### config.mk
export PLATFORM = sky130hd
export DESIGN_NAME = stm_msg_handler
export DESIGN_NICKNAME = d
export VERILOG_FILES = /design/src/rtl/stm_pkg.sv /design/src/rtl/stm_msg_handler.sv
export VERILOG_INCLUDE_DIRS = /design/src /design/src/rtl
export SDC_FILE = /design/constraint.sdc
export NUM_CORES = 1
export LEC_CHECK = 0
export BUFFER_PORTS_ARGS = -buffer_cell sky130_fd_sc_hd__buf_4
export CELL_PAD_IN_SITES_DETAIL_PLACEMENT = 1
export CELL_PAD_IN_SITES_GLOBAL_PLACEMENT = 2
export CORE_ASPECT_RATIO = 1.25
export CORE_MARGIN = 1.5
export CORE_UTILIZATION = 35
export DETAILED_ROUTE_END_ITERATION = 10
export GPL_TIMING_DRIVEN = 0
export HOLD_SLACK_MARGIN = 0.12
export PLACE_DENSITY_LB_ADDON = 0.1
export SYNTH_ARGS = -nofsm -noshare
export SYNTH_HDL_FRONTEND = slang
export SYNTH_SLANG_ARGS = --single-unit
### constraint.sdc
create_clock -name clk -period 10.9 [get_ports clk]
set_clock_uncertainty 0.05 [all_clocks]
set_input_delay 0.545 -clock clk [delete_from_list [all_inputs] [get_ports clk]]
set_output_delay 0.545 -clock clk [all_outputs]
set_load 0.05 [all_outputs]
### src/rtl/stm_cfg.svh
// Constants of the target message handler: codes, offsets, timing
`ifndef STM_CFG_SVH
`define STM_CFG_SVH

// ----------------------------------------------------------------
// Message codes
// ----------------------------------------------------------------
`define STM_MSG_EXT 8'h01
`define STM_MSG_DISC 8'h04
`define STM_MSG_REJ 8'h07
`define STM_MSG_BDR 8'h0C
`define STM_MSG_CONT 8'h12
`define STM_MSG_TTD 8'h13
`define STM_MSG_SIMPLE 8'h20
`define STM_MSG_HEAD 8'h21
`define STM_MSG_ORDER 8'h22
`define STM_MSG_RESID 8'h23
`define STM_ID_TX 8'h80
`define STM_RESID_ONE 8'h01

// ----------------------------------------------------------------
// Identify byte fields
// ----------------------------------------------------------------
`define STM_ID_BIT 7
`define STM_ID_DPRIV 6
`define STM_ID_LUNTAR 5

// ----------------------------------------------------------------
// Extended message codes and lengths
// ----------------------------------------------------------------
`define STM_XC_SDTR 8'h01
`define STM_XC_WDTR 8'h03
`define STM_XL_SDTR 9'h003
`define STM_XL_WDTR 9'h002
`define STM_XL_ZERO 9'h100
`define STM_OFS_UNLIM 8'hFF

// ----------------------------------------------------------------
// Register offsets and reset values
// ----------------------------------------------------------------
`define STM_REG_CTRL 2'h0
`define STM_REG_STAT 2'h1
`define STM_REG_PER 2'h2
`define STM_REG_OFS 2'h3
`define STM_CTRL_RST 1'b0

// ----------------------------------------------------------------
// Timing and queue depth
// ----------------------------------------------------------------
`define STM_CLK_PS 5000
`define STM_PF_PS 4000
`define STM_QDEPTH 4

`endif

### src/rtl/stm_pkg.sv
// Types of the target message handler
package stm_pkg;

   typedef enum logic [1:0] {
      RX_MSG,
      RX_TAG,
      RX_XLEN,
      RX_XBODY
   } stm_rx_t;

   typedef struct packed {
      stm_rx_t rx;
      logic [8:0] xlen;
      logic [8:0] xidx;
      logic [7:0] xcode;
      logic [7:0] xarg0;
      logic [7:0] xarg1;
      logic [1:0] qtype;
      logic disc_priv;
      logic ttd;
      logic grant;
      logic rej_pend;
      logic wait_rej;
      logic bus_free;
      logic sync_on;
      logic width16;
      logic wide_en;
      logic neg_done;
      logic [7:0] period;
      logic [7:0] offset;
      logic [3:0][7:0] tx_buf;
      logic [2:0] tx_n;
      logic tx_disc;
      logic [3:0][7:0] q_tag;
      logic [2:0] q_cnt;
      logic other_vld;
      logic [7:0] other_byte;
      logic [7:0] rdata;
   } stm_state_t;

endpackage

### src/rtl/stm_msg_handler.sv
// Target-side message handler: decode, tag queue, message-in sequencing
//
// The plain strobed port and the placing of the registers are this design's own decisions.
`timescale 1ns/1ps
`include "stm_cfg.svh"

module stm_msg_handler
   import stm_pkg::*;
(
   // Clock and reset
   input wire logic clk,
   input wire logic arst_n,
   input wire logic bus_rst,
   // Message-out bytes from initiator, one per handshake
   input wire logic mo_valid,
   input wire logic [7:0] mo_byte,
   input wire logic atn,
   // Message-in bytes to initiator
   output logic mi_valid,
   output logic [7:0] mi_byte,
   input wire logic mi_ready,
   // Sequencer commands
   input wire logic cmd_reconnect,
   input wire logic cmd_tagged,
   input wire logic [7:0] cmd_tag,
   input wire logic cmd_disconnect,
   input wire logic cmd_residue,
   input wire logic conn_initial,
   input wire logic phase_is_data,
   input wire logic proc_end,
   // Command queue
   input wire logic q_pop,
   output logic q_valid,
   output logic [7:0] q_head_tag,
   output logic q_full,
   // Connection status
   output logic disc_allowed,
   output logic din_ok,
   output logic dout_ok,
   output logic bus_free,
   output logic xfer_sync,
   output logic [7:0] sync_offset,
   output logic offset_unlimited,
   output logic [10:0] req_gap_cycles,
   output logic width16,
   output logic neg_done,
   output logic other_vld,
   output logic [7:0] other_byte,
   // Register port
   input wire logic [1:0] reg_addr,
   input wire logic [7:0] reg_wdata,
   input wire logic reg_wr,
   input wire logic reg_rd,
   output logic [7:0] reg_rdata
);

   // -------------------------------------------------------------
   // Helpers
   // -------------------------------------------------------------
   // Least gap between request edges in clock cycles, rounded up
   function automatic logic [10:0] gap_cycles(input logic [7:0] pf);
      logic [31:0] ps;
      logic [31:0] cyc;
      ps = 32'(pf) * `STM_PF_PS;
      cyc = (ps + `STM_CLK_PS - 1) / `STM_CLK_PS;
      if (cyc == 32'h0) begin
         cyc = 32'h1;
      end
      return cyc[10:0];
   endfunction

   // Identify byte with valid layout and unit number zero
   function automatic logic id_ok(input logic [7:0] b);
      return b[`STM_ID_BIT] && !b[`STM_ID_LUNTAR] && b[4:0] == 5'h00;
   endfunction

   // -------------------------------------------------------------
   // State
   // -------------------------------------------------------------
   stm_state_t st_ff;
   stm_state_t nxt_st;

   // Every register of the block lives in st_ff; the comb process
   // starts from a copy and edits only what this cycle changes.
   // Pulse outputs are cleared first so they last one cycle.

   always_comb begin
      logic [1:0] qi;
      logic last_sent;
      qi = 2'h0;
      last_sent = 1'b0;
      nxt_st = st_ff;
      nxt_st.bus_free = 1'b0;
      nxt_st.neg_done = 1'b0;
      nxt_st.other_vld = 1'b0;

      // -------------------------------------------------------------
      // Registers
      // -------------------------------------------------------------
      if (reg_wr && reg_addr == `STM_REG_CTRL) begin
         nxt_st.wide_en = reg_wdata[0];
      end
      if (reg_rd) begin
         case (reg_addr)
            `STM_REG_CTRL: nxt_st.rdata = {7'h00, st_ff.wide_en};
            `STM_REG_STAT: nxt_st.rdata = {st_ff.q_cnt, st_ff.width16,
               st_ff.grant, st_ff.ttd, st_ff.disc_priv, st_ff.sync_on};
            `STM_REG_PER: nxt_st.rdata = st_ff.period;
            `STM_REG_OFS: nxt_st.rdata = st_ff.offset;
            default: nxt_st.rdata = 8'h00;
         endcase
      end

      // -------------------------------------------------------------
      // Queue pop
      // -------------------------------------------------------------
      // Pop before push so a tag taken in the same cycle lands in
      // the slot freed by the pop
      if (q_pop && st_ff.q_cnt != 3'h0) begin
         nxt_st.q_tag = {8'h00, st_ff.q_tag[3:1]};
         nxt_st.q_cnt = st_ff.q_cnt - 3'h1;
      end

      // -------------------------------------------------------------
      // Message-out decoder
      // -------------------------------------------------------------
      if (mo_valid) begin
         case (st_ff.rx)
            RX_MSG: begin
               // First byte after a disconnect sent with attention
               // raised: a reject keeps the link, anything else
               // lets the target drop off the bus
               if (st_ff.wait_rej) begin
                  nxt_st.wait_rej = 1'b0;
                  if (mo_byte == `STM_MSG_REJ) begin
                     nxt_st.grant = st_ff.ttd;
                  end else begin
                     nxt_st.bus_free = 1'b1;
                  end
               end else if (mo_byte[`STM_ID_BIT]) begin
                  if (id_ok(mo_byte)) begin
                     nxt_st.disc_priv = mo_byte[`STM_ID_DPRIV];
                  end else begin
                     nxt_st.rej_pend = 1'b1;
                  end
               end else begin
                  case (mo_byte)
                     `STM_MSG_SIMPLE, `STM_MSG_HEAD, `STM_MSG_ORDER: begin
                        nxt_st.qtype = mo_byte[1:0];
                        nxt_st.rx = RX_TAG;
                     end
                     `STM_MSG_TTD: nxt_st.ttd = 1'b1;
                     `STM_MSG_CONT: nxt_st.grant = 1'b1;
                     `STM_MSG_EXT: nxt_st.rx = RX_XLEN;
                     // Device reset drops every agreement and the
                     // whole queue, like a bus reset
                     `STM_MSG_BDR: begin
                        nxt_st.sync_on = 1'b0;
                        nxt_st.width16 = 1'b0;
                        nxt_st.offset = 8'h00;
                        nxt_st.period = 8'h00;
                        nxt_st.ttd = 1'b0;
                        nxt_st.grant = 1'b0;
                        nxt_st.q_cnt = 3'h0;
                     end
                     `STM_MSG_REJ: nxt_st.rej_pend = 1'b1;
                     default: begin
                        nxt_st.other_vld = 1'b1;
                        nxt_st.other_byte = mo_byte;
                     end
                  endcase
               end
            end
            RX_TAG: begin
               // Tag value is kept as is and never used for ordering
               nxt_st.rx = RX_MSG;
               if (nxt_st.q_cnt == 3'(`STM_QDEPTH)) begin
                  nxt_st.rej_pend = 1'b1;
               end else if (st_ff.qtype == 2'h1) begin
                  // Head goes in front, so later heads stack LIFO
                  nxt_st.q_tag = {nxt_st.q_tag[2:0], mo_byte};
                  nxt_st.q_cnt = nxt_st.q_cnt + 3'h1;
               end else begin
                  // Simple and ordered go to the tail: FIFO order
                  qi = nxt_st.q_cnt[1:0];
                  nxt_st.q_tag[qi] = mo_byte;
                  nxt_st.q_cnt = nxt_st.q_cnt + 3'h1;
               end
            end
            RX_XLEN: begin
               nxt_st.xlen = (mo_byte == 8'h00) ? `STM_XL_ZERO
                  : {1'b0, mo_byte};
               nxt_st.xidx = 9'h000;
               nxt_st.rx = RX_XBODY;
            end
            // Body bytes: code, then arguments; only the first two
            // arguments are kept, the rest are counted and dropped
            // so long messages still end on the right byte
            RX_XBODY: begin
               case (st_ff.xidx)
                  9'h000: nxt_st.xcode = mo_byte;
                  9'h001: nxt_st.xarg0 = mo_byte;
                  9'h002: nxt_st.xarg1 = mo_byte;
                  default: nxt_st.xidx = st_ff.xidx;
               endcase
               nxt_st.xidx = st_ff.xidx + 9'h001;
               if (st_ff.xidx + 9'h001 == st_ff.xlen) begin
                  nxt_st.rx = RX_MSG;
                  if (st_ff.xcode == `STM_XC_SDTR
                     || (st_ff.xidx == 9'h000
                     && mo_byte == `STM_XC_SDTR)) begin
                     if (st_ff.xlen == `STM_XL_SDTR) begin
                        nxt_st.period = st_ff.xarg0;
                        nxt_st.offset = mo_byte;
                        nxt_st.sync_on = mo_byte != 8'h00;
                        nxt_st.neg_done = 1'b1;
                     end else begin
                        nxt_st.rej_pend = 1'b1;
                     end
                  end else if (st_ff.xcode == `STM_XC_WDTR
                     && st_ff.xlen == `STM_XL_WDTR) begin
                     nxt_st.width16 = st_ff.wide_en && mo_byte == 8'h01;
                     nxt_st.neg_done = 1'b1;
                  end else begin
                     nxt_st.rej_pend = 1'b1;
                  end
               end
            end
            default: nxt_st.rx = RX_MSG;
         endcase
      end

      // -------------------------------------------------------------
      // Message-in sequencer
      // -------------------------------------------------------------
      // Bytes leave from slot 0; the buffer shifts down on every
      // taken byte. The last byte of a disconnect sequence decides
      // between going bus free and waiting for a reject.
      // Attention is looked at only on that last byte.
      if (st_ff.tx_n != 3'h0 && mi_ready) begin
         nxt_st.tx_buf = {8'h00, st_ff.tx_buf[3:1]};
         nxt_st.tx_n = st_ff.tx_n - 3'h1;
         last_sent = st_ff.tx_n == 3'h1;
      end
      if (last_sent && st_ff.tx_disc) begin
         nxt_st.tx_disc = 1'b0;
         if (atn) begin
            nxt_st.wait_rej = 1'b1;
         end else begin
            nxt_st.bus_free = 1'b1;
         end
      end
      // New sequences start only on an empty buffer; a pending
      // reject goes first so the initiator can tell which byte
      // was refused. Commands meeting a busy buffer are dropped.
      if (nxt_st.tx_n == 3'h0) begin
         if (st_ff.rej_pend) begin
            nxt_st.rej_pend = 1'b0;
            nxt_st.tx_buf = {24'h000000, `STM_MSG_REJ};
            nxt_st.tx_n = 3'h1;
         end else if (cmd_reconnect) begin
            nxt_st.grant = 1'b0;
            nxt_st.tx_buf[0] = `STM_ID_TX;
            if (cmd_tagged) begin
               nxt_st.tx_buf[1] = `STM_MSG_SIMPLE;
               nxt_st.tx_buf[2] = cmd_tag;
               nxt_st.tx_buf[3] = `STM_MSG_DISC;
               nxt_st.tx_n = st_ff.ttd ? 3'h4 : 3'h3;
            end else begin
               nxt_st.tx_buf[1] = `STM_MSG_DISC;
               nxt_st.tx_n = st_ff.ttd ? 3'h2 : 3'h1;
            end
            nxt_st.tx_disc = st_ff.ttd;
         end else if (cmd_disconnect && st_ff.disc_priv) begin
            nxt_st.tx_buf = {24'h000000, `STM_MSG_DISC};
            nxt_st.tx_n = 3'h1;
            nxt_st.tx_disc = 1'b1;
         end else if (cmd_residue) begin
            nxt_st.tx_buf = {16'h0000, `STM_RESID_ONE,
               `STM_MSG_RESID};
            nxt_st.tx_n = 3'h2;
         end
      end

      // Clears come last so they win over same-cycle sets
      // End of the process frees its disable and grant
      if (proc_end) begin
         nxt_st.ttd = 1'b0;
         nxt_st.grant = 1'b0;
      end
      // Bus reset: back to asynchronous narrow transfer, queue
      // emptied, any message in flight abandoned
      if (bus_rst) begin
         nxt_st.sync_on = 1'b0;
         nxt_st.width16 = 1'b0;
         nxt_st.offset = 8'h00;
         nxt_st.period = 8'h00;
         nxt_st.ttd = 1'b0;
         nxt_st.grant = 1'b0;
         nxt_st.q_cnt = 3'h0;
         nxt_st.tx_n = 3'h0;
         nxt_st.rx = RX_MSG;
         nxt_st.wait_rej = 1'b0;
         nxt_st.rej_pend = 1'b0;
      end
   end

   // -------------------------------------------------------------
   // State register
   // -------------------------------------------------------------
   // Power-on state is all zero: asynchronous, no disable, empty
   always_ff @(posedge clk or negedge arst_n) begin
      if (!arst_n) begin
         st_ff <= '0;
      end else begin
         st_ff <= nxt_st;
      end
   end

   // -------------------------------------------------------------
   // Outputs
   // -------------------------------------------------------------
   // Handshake flags decode the state; data come straight from
   // flip-flops, so nothing combinational reaches the bus bytes
   // Permission levels follow disable and grant of the process
   assign mi_valid = st_ff.tx_n != 3'h0;
   assign mi_byte = st_ff.tx_buf[0];
   assign q_valid = st_ff.q_cnt != 3'h0;
   assign q_head_tag = st_ff.q_tag[0];
   assign q_full = st_ff.q_cnt == 3'(`STM_QDEPTH);
   assign disc_allowed = st_ff.disc_priv;
   assign din_ok = !st_ff.ttd || st_ff.grant;
   assign dout_ok = !st_ff.ttd || conn_initial
      || st_ff.grant;
   assign bus_free = st_ff.bus_free;
   assign xfer_sync = st_ff.sync_on && phase_is_data;
   assign sync_offset = st_ff.offset;
   assign offset_unlimited = st_ff.offset == `STM_OFS_UNLIM;
   assign req_gap_cycles = gap_cycles(st_ff.period);
   assign width16 = st_ff.width16;
   assign neg_done = st_ff.neg_done;
   assign other_vld = st_ff.other_vld;
   assign other_byte = st_ff.other_byte;
   assign reg_rdata = st_ff.rdata;

endmodule

; ---- Word level (Yosys, flattened, before mapping)
; Index checks and enable logic that the tools add are counted.
[word_totals]
regBits = 159
wordCells = 233
[classes]
n_addsub = 6
n_mul = 1
div = 1
n_lt_le_gt_ge = 2
n_eq_ne = 37
n_mux = 102
n_bitwise = 3
n_reduce_logical = 48
[op_table]
columns = cell, count
row1 = two-way mux 35 bit, 7
row2 = two-way mux 16 bit, 6
row3 = two-way mux 36 bit, 2
row4 = two-way mux 54 bit, 1
row5 = two-way mux 17 bit, 3
row6 = two-way mux 44 bit, 1
row7 = two-way mux 9 bit, 4
row8 = two-way mux 2 bit, 17
row9 = bitwise mux 32 bit, 1
row10 = divider 32 x 13 -> 32 bit (second input constant), 1
row11 = zero test 32 bit, 1
row12 = two-way mux 32 bit, 1
row13 = two-way mux 8 bit, 4
row14 = one-hot mux 16 bit (2 select lines), 1
row15 = one-hot mux 8 bit (4 select lines), 1
row16 = two-way mux 1 bit, 31
row17 = == test 9 x 2 -> 1 bit (second input constant), 3
row18 = AND reduction 5 bit, 5
row19 = == test 8 x 6 -> 1 bit (second input constant), 3
row20 = two-way mux 12 bit, 2
row21 = two-way mux 24 bit, 1
row22 = != test 3 bit (second input constant), 8
row23 = subtractor 21 x 1 -> 22 bit (second input constant), 1
row24 = adder 20 x 13 -> 21 bit (second input constant), 1
row25 = 50 further kinds, 94

; ---- Logic depth before layout (Yosys ltp)
[depth]
ltp_word = 13
ltp_mapped = 45
ltp_nobuf = 40

; ---- Worst setup path after synthesis
; OpenSTA, ideal clock, no wires.
[synth_timing]
kind = reg2out
start = register st_ff[97] (netlist bit)
end = output port req_gap_cycles[0]
arrival_time_ns = 11.343
required_time_ns = 10.305
slack_ns = -1.038
path_stages_with_launch = 42
path_buffers = 3
cell_sequence = dfrtp_1 fa_1 inv_1 fa_1 fa_1 fa_1 inv_1 ha_1 buf_2 a21oi_1 o211ai_2 a221oi_4 a21bo_4 nor3_2 mux2i_1 and3_1 o211a_1 o211ai_4 (+6 left out) or4b_4 o311a_1 o311ai_4 a31oi_4 inv_4 a31oi_4 nand4b_1 and3_1 buf_4 inv_6 nand2_1 nand2_1 ha_1 a22oi_2 a211oi_4 mux2i_1 a211oi_1 o221ai_1
[synth_via]
elab_chain_len = 6
[synth_rtl]
columns = element, line_no
row1 = start: declaration, stm_msg_handler.sv:80  ; stm_state_t st_ff;
row2 = start signal: assignment, stm_msg_handler.sv:316  ; st_ff <= nxt_st;
row3 = multiplier 8 x 7 -> 15 bit (no source line) *, n/a
row4 = adder 20 x 13 -> 21 bit (no source line) *, n/a
row5 = subtractor 21 x 1 -> 22 bit *, stm_msg_handler.sv:65  ; cyc = (ps + `STM_CLK_PS - 1) / `STM_CLK_PS;
row6 = divider 32 x 13 -> 32 bit (no source line) *, n/a
row7 = zero test 32 bit, stm_msg_handler.sv:66  ; if (cyc == 32'h0) begin
row8 = two-way mux 11 bit *, stm_msg_handler.sv:66
row9 = end: declaration, stm_msg_handler.sv:44  ; output logic [10:0] req_gap_cycles,
; Mark *: on every way between the ends. The rest lies on a longest branch, timed or not.

; ---- Worst setup path in the final report
[layout_timing]
start = register st_ff[98] (netlist bit)
end = output port req_gap_cycles[0]
; Same word-level chain as after synthesis.

==> flow_metrics.tcl <==
set metrics [dict create \
    finalWorstPathRequiredPeriod_ns 11.77 \
    global_route_wire_length_before_repair_um 75090 \
    maxCapViolations 0 \
    end_kind "primary output" \
    detail-route-antenna-nets 0 \
    grt_max_degree 85 \
    die-area_um2 40370 \
    slew_viol_final 0 \
    critical_path.startpoint_type "register" \
    p_leak_nw 8.136 \
    antenna_found_initial 0 \
    crit_path_max_incr_delay_ns 0.54 \
    slowest_stage "fa_1" \
    synth_top_area_frac 0.2757 \
    postRouteWirelength_um 47330 \
    antenna_cells 0 \
    via_count 13440 \
    die_y_um 224.3 \
    clkSlewWorstSetupHoldPaths_ns 0.06 \
    final-seq-area_um2 3787 \
    worst_slew_slack_as_a_fraction_of_its_limit 0.3365 \
    cts_htree_levels 4 \
    syn_area_per_cell_um2 8.648 \
    globalRouteOverflowTotal 0 \
    wire_length_per_cell_um 20.05 \
    type_of_the_setup_path_with_the_least_slack "reg -> out" \
    tightestPinTransition_ns 0.9881 \
    rd_place_congestion 0.8572 \
    route.detailed.vias_per_inst 5.691 \
    final_design_area_no_fill_um2 18250 \
    synthDistinctLibCells 130 \
    tritoncts_clock_tree "yes" \
    drt_pre_antenna_iters 8 \
    synth_area_leaders "dfrtp_1 28%, ha_1 5.4%, nand2_1 5.3%" \
    worstPathMaxFanout 7 \
    mostFrequentLayoutCells "274 x buf_4, 191 x nand2_1, 144 x dfrtp_1" \
    post_synthesis_cell_type_with_the_largest_combined_area "dfrtp_1" \
    p_per_area_nw_per_um2 120.5 \
    place_hpwl_um 33890 \
    remaining_routing_drc_violations 3 \
    synth_flop_cell "dfrtp_1" \
    hold_depth 3 \
    floorplan.rows 80 \
    detailedPlace.worstSlack_ns -1.966 \
    ir_worst_vdd_mv 0.1306 \
    vias_in_the_first_global_route 14130 \
    clock_network_fraction_of_design_power 0.313 \
    setup_violations 2 \
    pwr-share-seq 0.335 \
    synth_warnings 0 \
    path_buf_inv 10 \
    cts_buffers 17 \
    layout-drive-gt1-share 0.3232 \
    clock_latency_ns 0.44 \
    ctsRootBufferMaster "clkbuf_16" \
    min_period_over_period 1.080 \
    unrepaired_setup_endpoints_after_global_routing "yes" \
    initial_core_util 0.3566 \
    floorplan.io_pins 105 \
    number_of_synthesized_flops_with_an_enable_pin 0 \
    netSwitchingPower_mw 0.8275 \
    p_sw_frac 0.3762 \
    nFillCells 4478 \
    cp_data_arrival_time_ns 11.18 \
    highest_clock_rate_mhz 84.96 \
    mostFrequentLayoutCell "buf_4" \
    coreArea_um2 38440 \
    crit-reg2reg-launch "st_ff[17]$_DFF_PN0_" \
    first_iter_violations 540 \
    synth_sequential_area_ratio 0.2757 \
    crit_path_setup_slack_layout_ns -0.8702 \
    timing_hold_violations_final 0 \
    groute.usage.overall 0.2315 \
    port-buffer-count 92 \
    final_net_count 1978 \
    hold_ws_ns 0.2583 \
    multi_input_comb_area_um2 10240 \
    p_int_mw 1.372 \
    ff2ff_setup_slack_ns 6.86 \
    flops_latches_synth 151 \
    outcome "finished with violations" \
    violations "DRC, setup timing" \
    timing.critical_path.required_ns 10.31 \
    syn2layout_area_growth_pct 33.13 \
    logic_gate_share_of_total_power 0.352 \
    r2r.worst_path.cells 13 \
    asyncSetResetFlopFracSynth 1.000 \
    die_width_um 180 \
    min-delay-path-class "in -> reg" \
    dpl_cell_area_um2 15180 \
    hold_start "cmd_tag[4]" \
    clock_tree.buffer_depth 2 \
    critPathTopFamily "compound AO/OA/AOI/OAI gates" \
    synthesized_netlist_cell_count 1585 \
    report.power.total_mw 2.199 \
    syn-cell-area_um2 13710 \
    clock_sink_count 151 \
    min_delay_endpoint "st_ff[76]$_DFF_PN0_" \
    regToRegEndpoint "st_ff[29]$_DFF_PN0_" \
]
## state kept, by name, indices dropped and copies added (netlist names)
name / count
disc_allowed: 1
q_head_tag: 8
mi_byte: 8
st_ff: 107
other_vld: 1
neg_done: 1
sync_offset: 8
width16: 1
bus_free: 1
reg_rdata: 8
other_byte: 7
## cells by family (layout without fill, tap and decap cells)
kind of cell             Yosys count  count (layout)  share of synthesized area
AO/OA/AOI/OAI                    493             493                     0.2691
XOR/XNOR                          61              61                    0.04245
adder cells (fa/ha/maj)           82              82                    0.08599
buffers and inverters            176             458                    0.06335
flip-flops                       151             151                     0.2757
multiplexers                      79              79                    0.06253
other                              1               3                  0.0002736
AND/OR/NAND/NOR                  542             542                     0.2006
## repair_timing
| item | 4_1_cts | 5_1_grt |
|---|---|---|
| hold buffers | 1 | 0 |
| hold endpoints to repair | 67 | 0 |
| buffers inserted | 99 | 60 |
| cloned | 1 | 0 |
| gates resized for setup | 130 | 113 |
| endpoints found under the setup margin | 3 | 3 |
| pin swaps | 70 | 77 |
## cells in the mapped netlist (23+ instances only)
cell      number
a21oi_1       77
a22oi_1       24
a31oi_1       23
and3_1        29
buf_4         45
clkbuf_1      50
dfrtp_1      151
ha_1          59
inv_1         60
mux2_2        35
mux2i_1       40
nand2_1      193
nand3_1       41
nor2_1        94
nor3_1        37
o211ai_1      26
o21ai_0      104
xnor2_1       43
## power by group through the flow
stage / logic, mW / clock network, mW / registers (mW)
final: 0.775 / 0.688 / 0.737
after global routing: 0.847 / 0.719 / 0.750
after CTS: 0.787 / 0.705 / 0.739
after detailed placement: 0.783 / 0 / 0.748
after global placement: 0.769 / 0 / 0.745
after floorplan: 0.557 / 0 / 0.721
## stage by stage
| stage | setup TNS [ns] | std cells | utilization |
|---|---|---|---|
| 2_1_floorplan | -0.02213 | 1587 | - |
| 3_3_place_gp | -3.379 | 2171 | 0.3940 |
| 3_5_place_dp | -3.752 | 2172 | 0.3950 |
| 4_1_cts | -1.336 | 2303 | 0.4481 |
| 5_1_grt | -2.240 | 2361 | 0.4747 |
| 6_report | -1.365 | 2361 | 0.4747 |
## tightest hold or removal path, delay by kind of cell
kind | cells | cell delay (ns)
AOI/OAI and AO/OA | 1 | 0.06
buffers and inverters | 1 | 0.08
and+or+nand+nor | 1 | 0.03
## cell type report
type	instances	share of cell area
clock buffer	17	0.02331
sequential	151	0.2076
clock inverter	15	0.01351
tap	492	0.03374
timing repair buffer	254	0.1116
buffer	107	0.03394
inverter	65	0.01509
multi-input combinational	1260	0.5612
## how the worst max path moves through the flow
| stage | slack [ns] | endpoint | startpoint | cells past startpoint |
|---|---|---|---|---|
| after floorplan | -0.02 | req_gap_cycles[0] | st_ff[99]$_DFFE_PN0P_ | 38 |
| after global placement | -1.82 | req_gap_cycles[0] | st_ff[97]$_DFFE_PN0P_ | 38 |
| after detailed placement | -1.97 | req_gap_cycles[0] | st_ff[97]$_DFFE_PN0P_ | 36 |
| after CTS | -0.85 | req_gap_cycles[0] | st_ff[99]$_DFFE_PN0P_ | 45 |
| after global routing | -1.32 | req_gap_cycles[0] | st_ff[99]$_DFFE_PN0P_ | 40 |
| final | -0.87 | req_gap_cycles[0] | st_ff[98]$_DFFE_PN0P_ | 41 |
## routing by layer
layer  global-route usage  wire length [um]  share of wire  vias to the layer above
met1               0.2667             19470           0.41                     6780
met2               0.4496             25750           0.54                      200
met5                    0                 0              0                        -
met3              0.02089               876          0.019                       77
li1                     -                 -              -                     6379
met4              0.06971              1226          0.026                        0
Power figures use the tool's default switching activity.
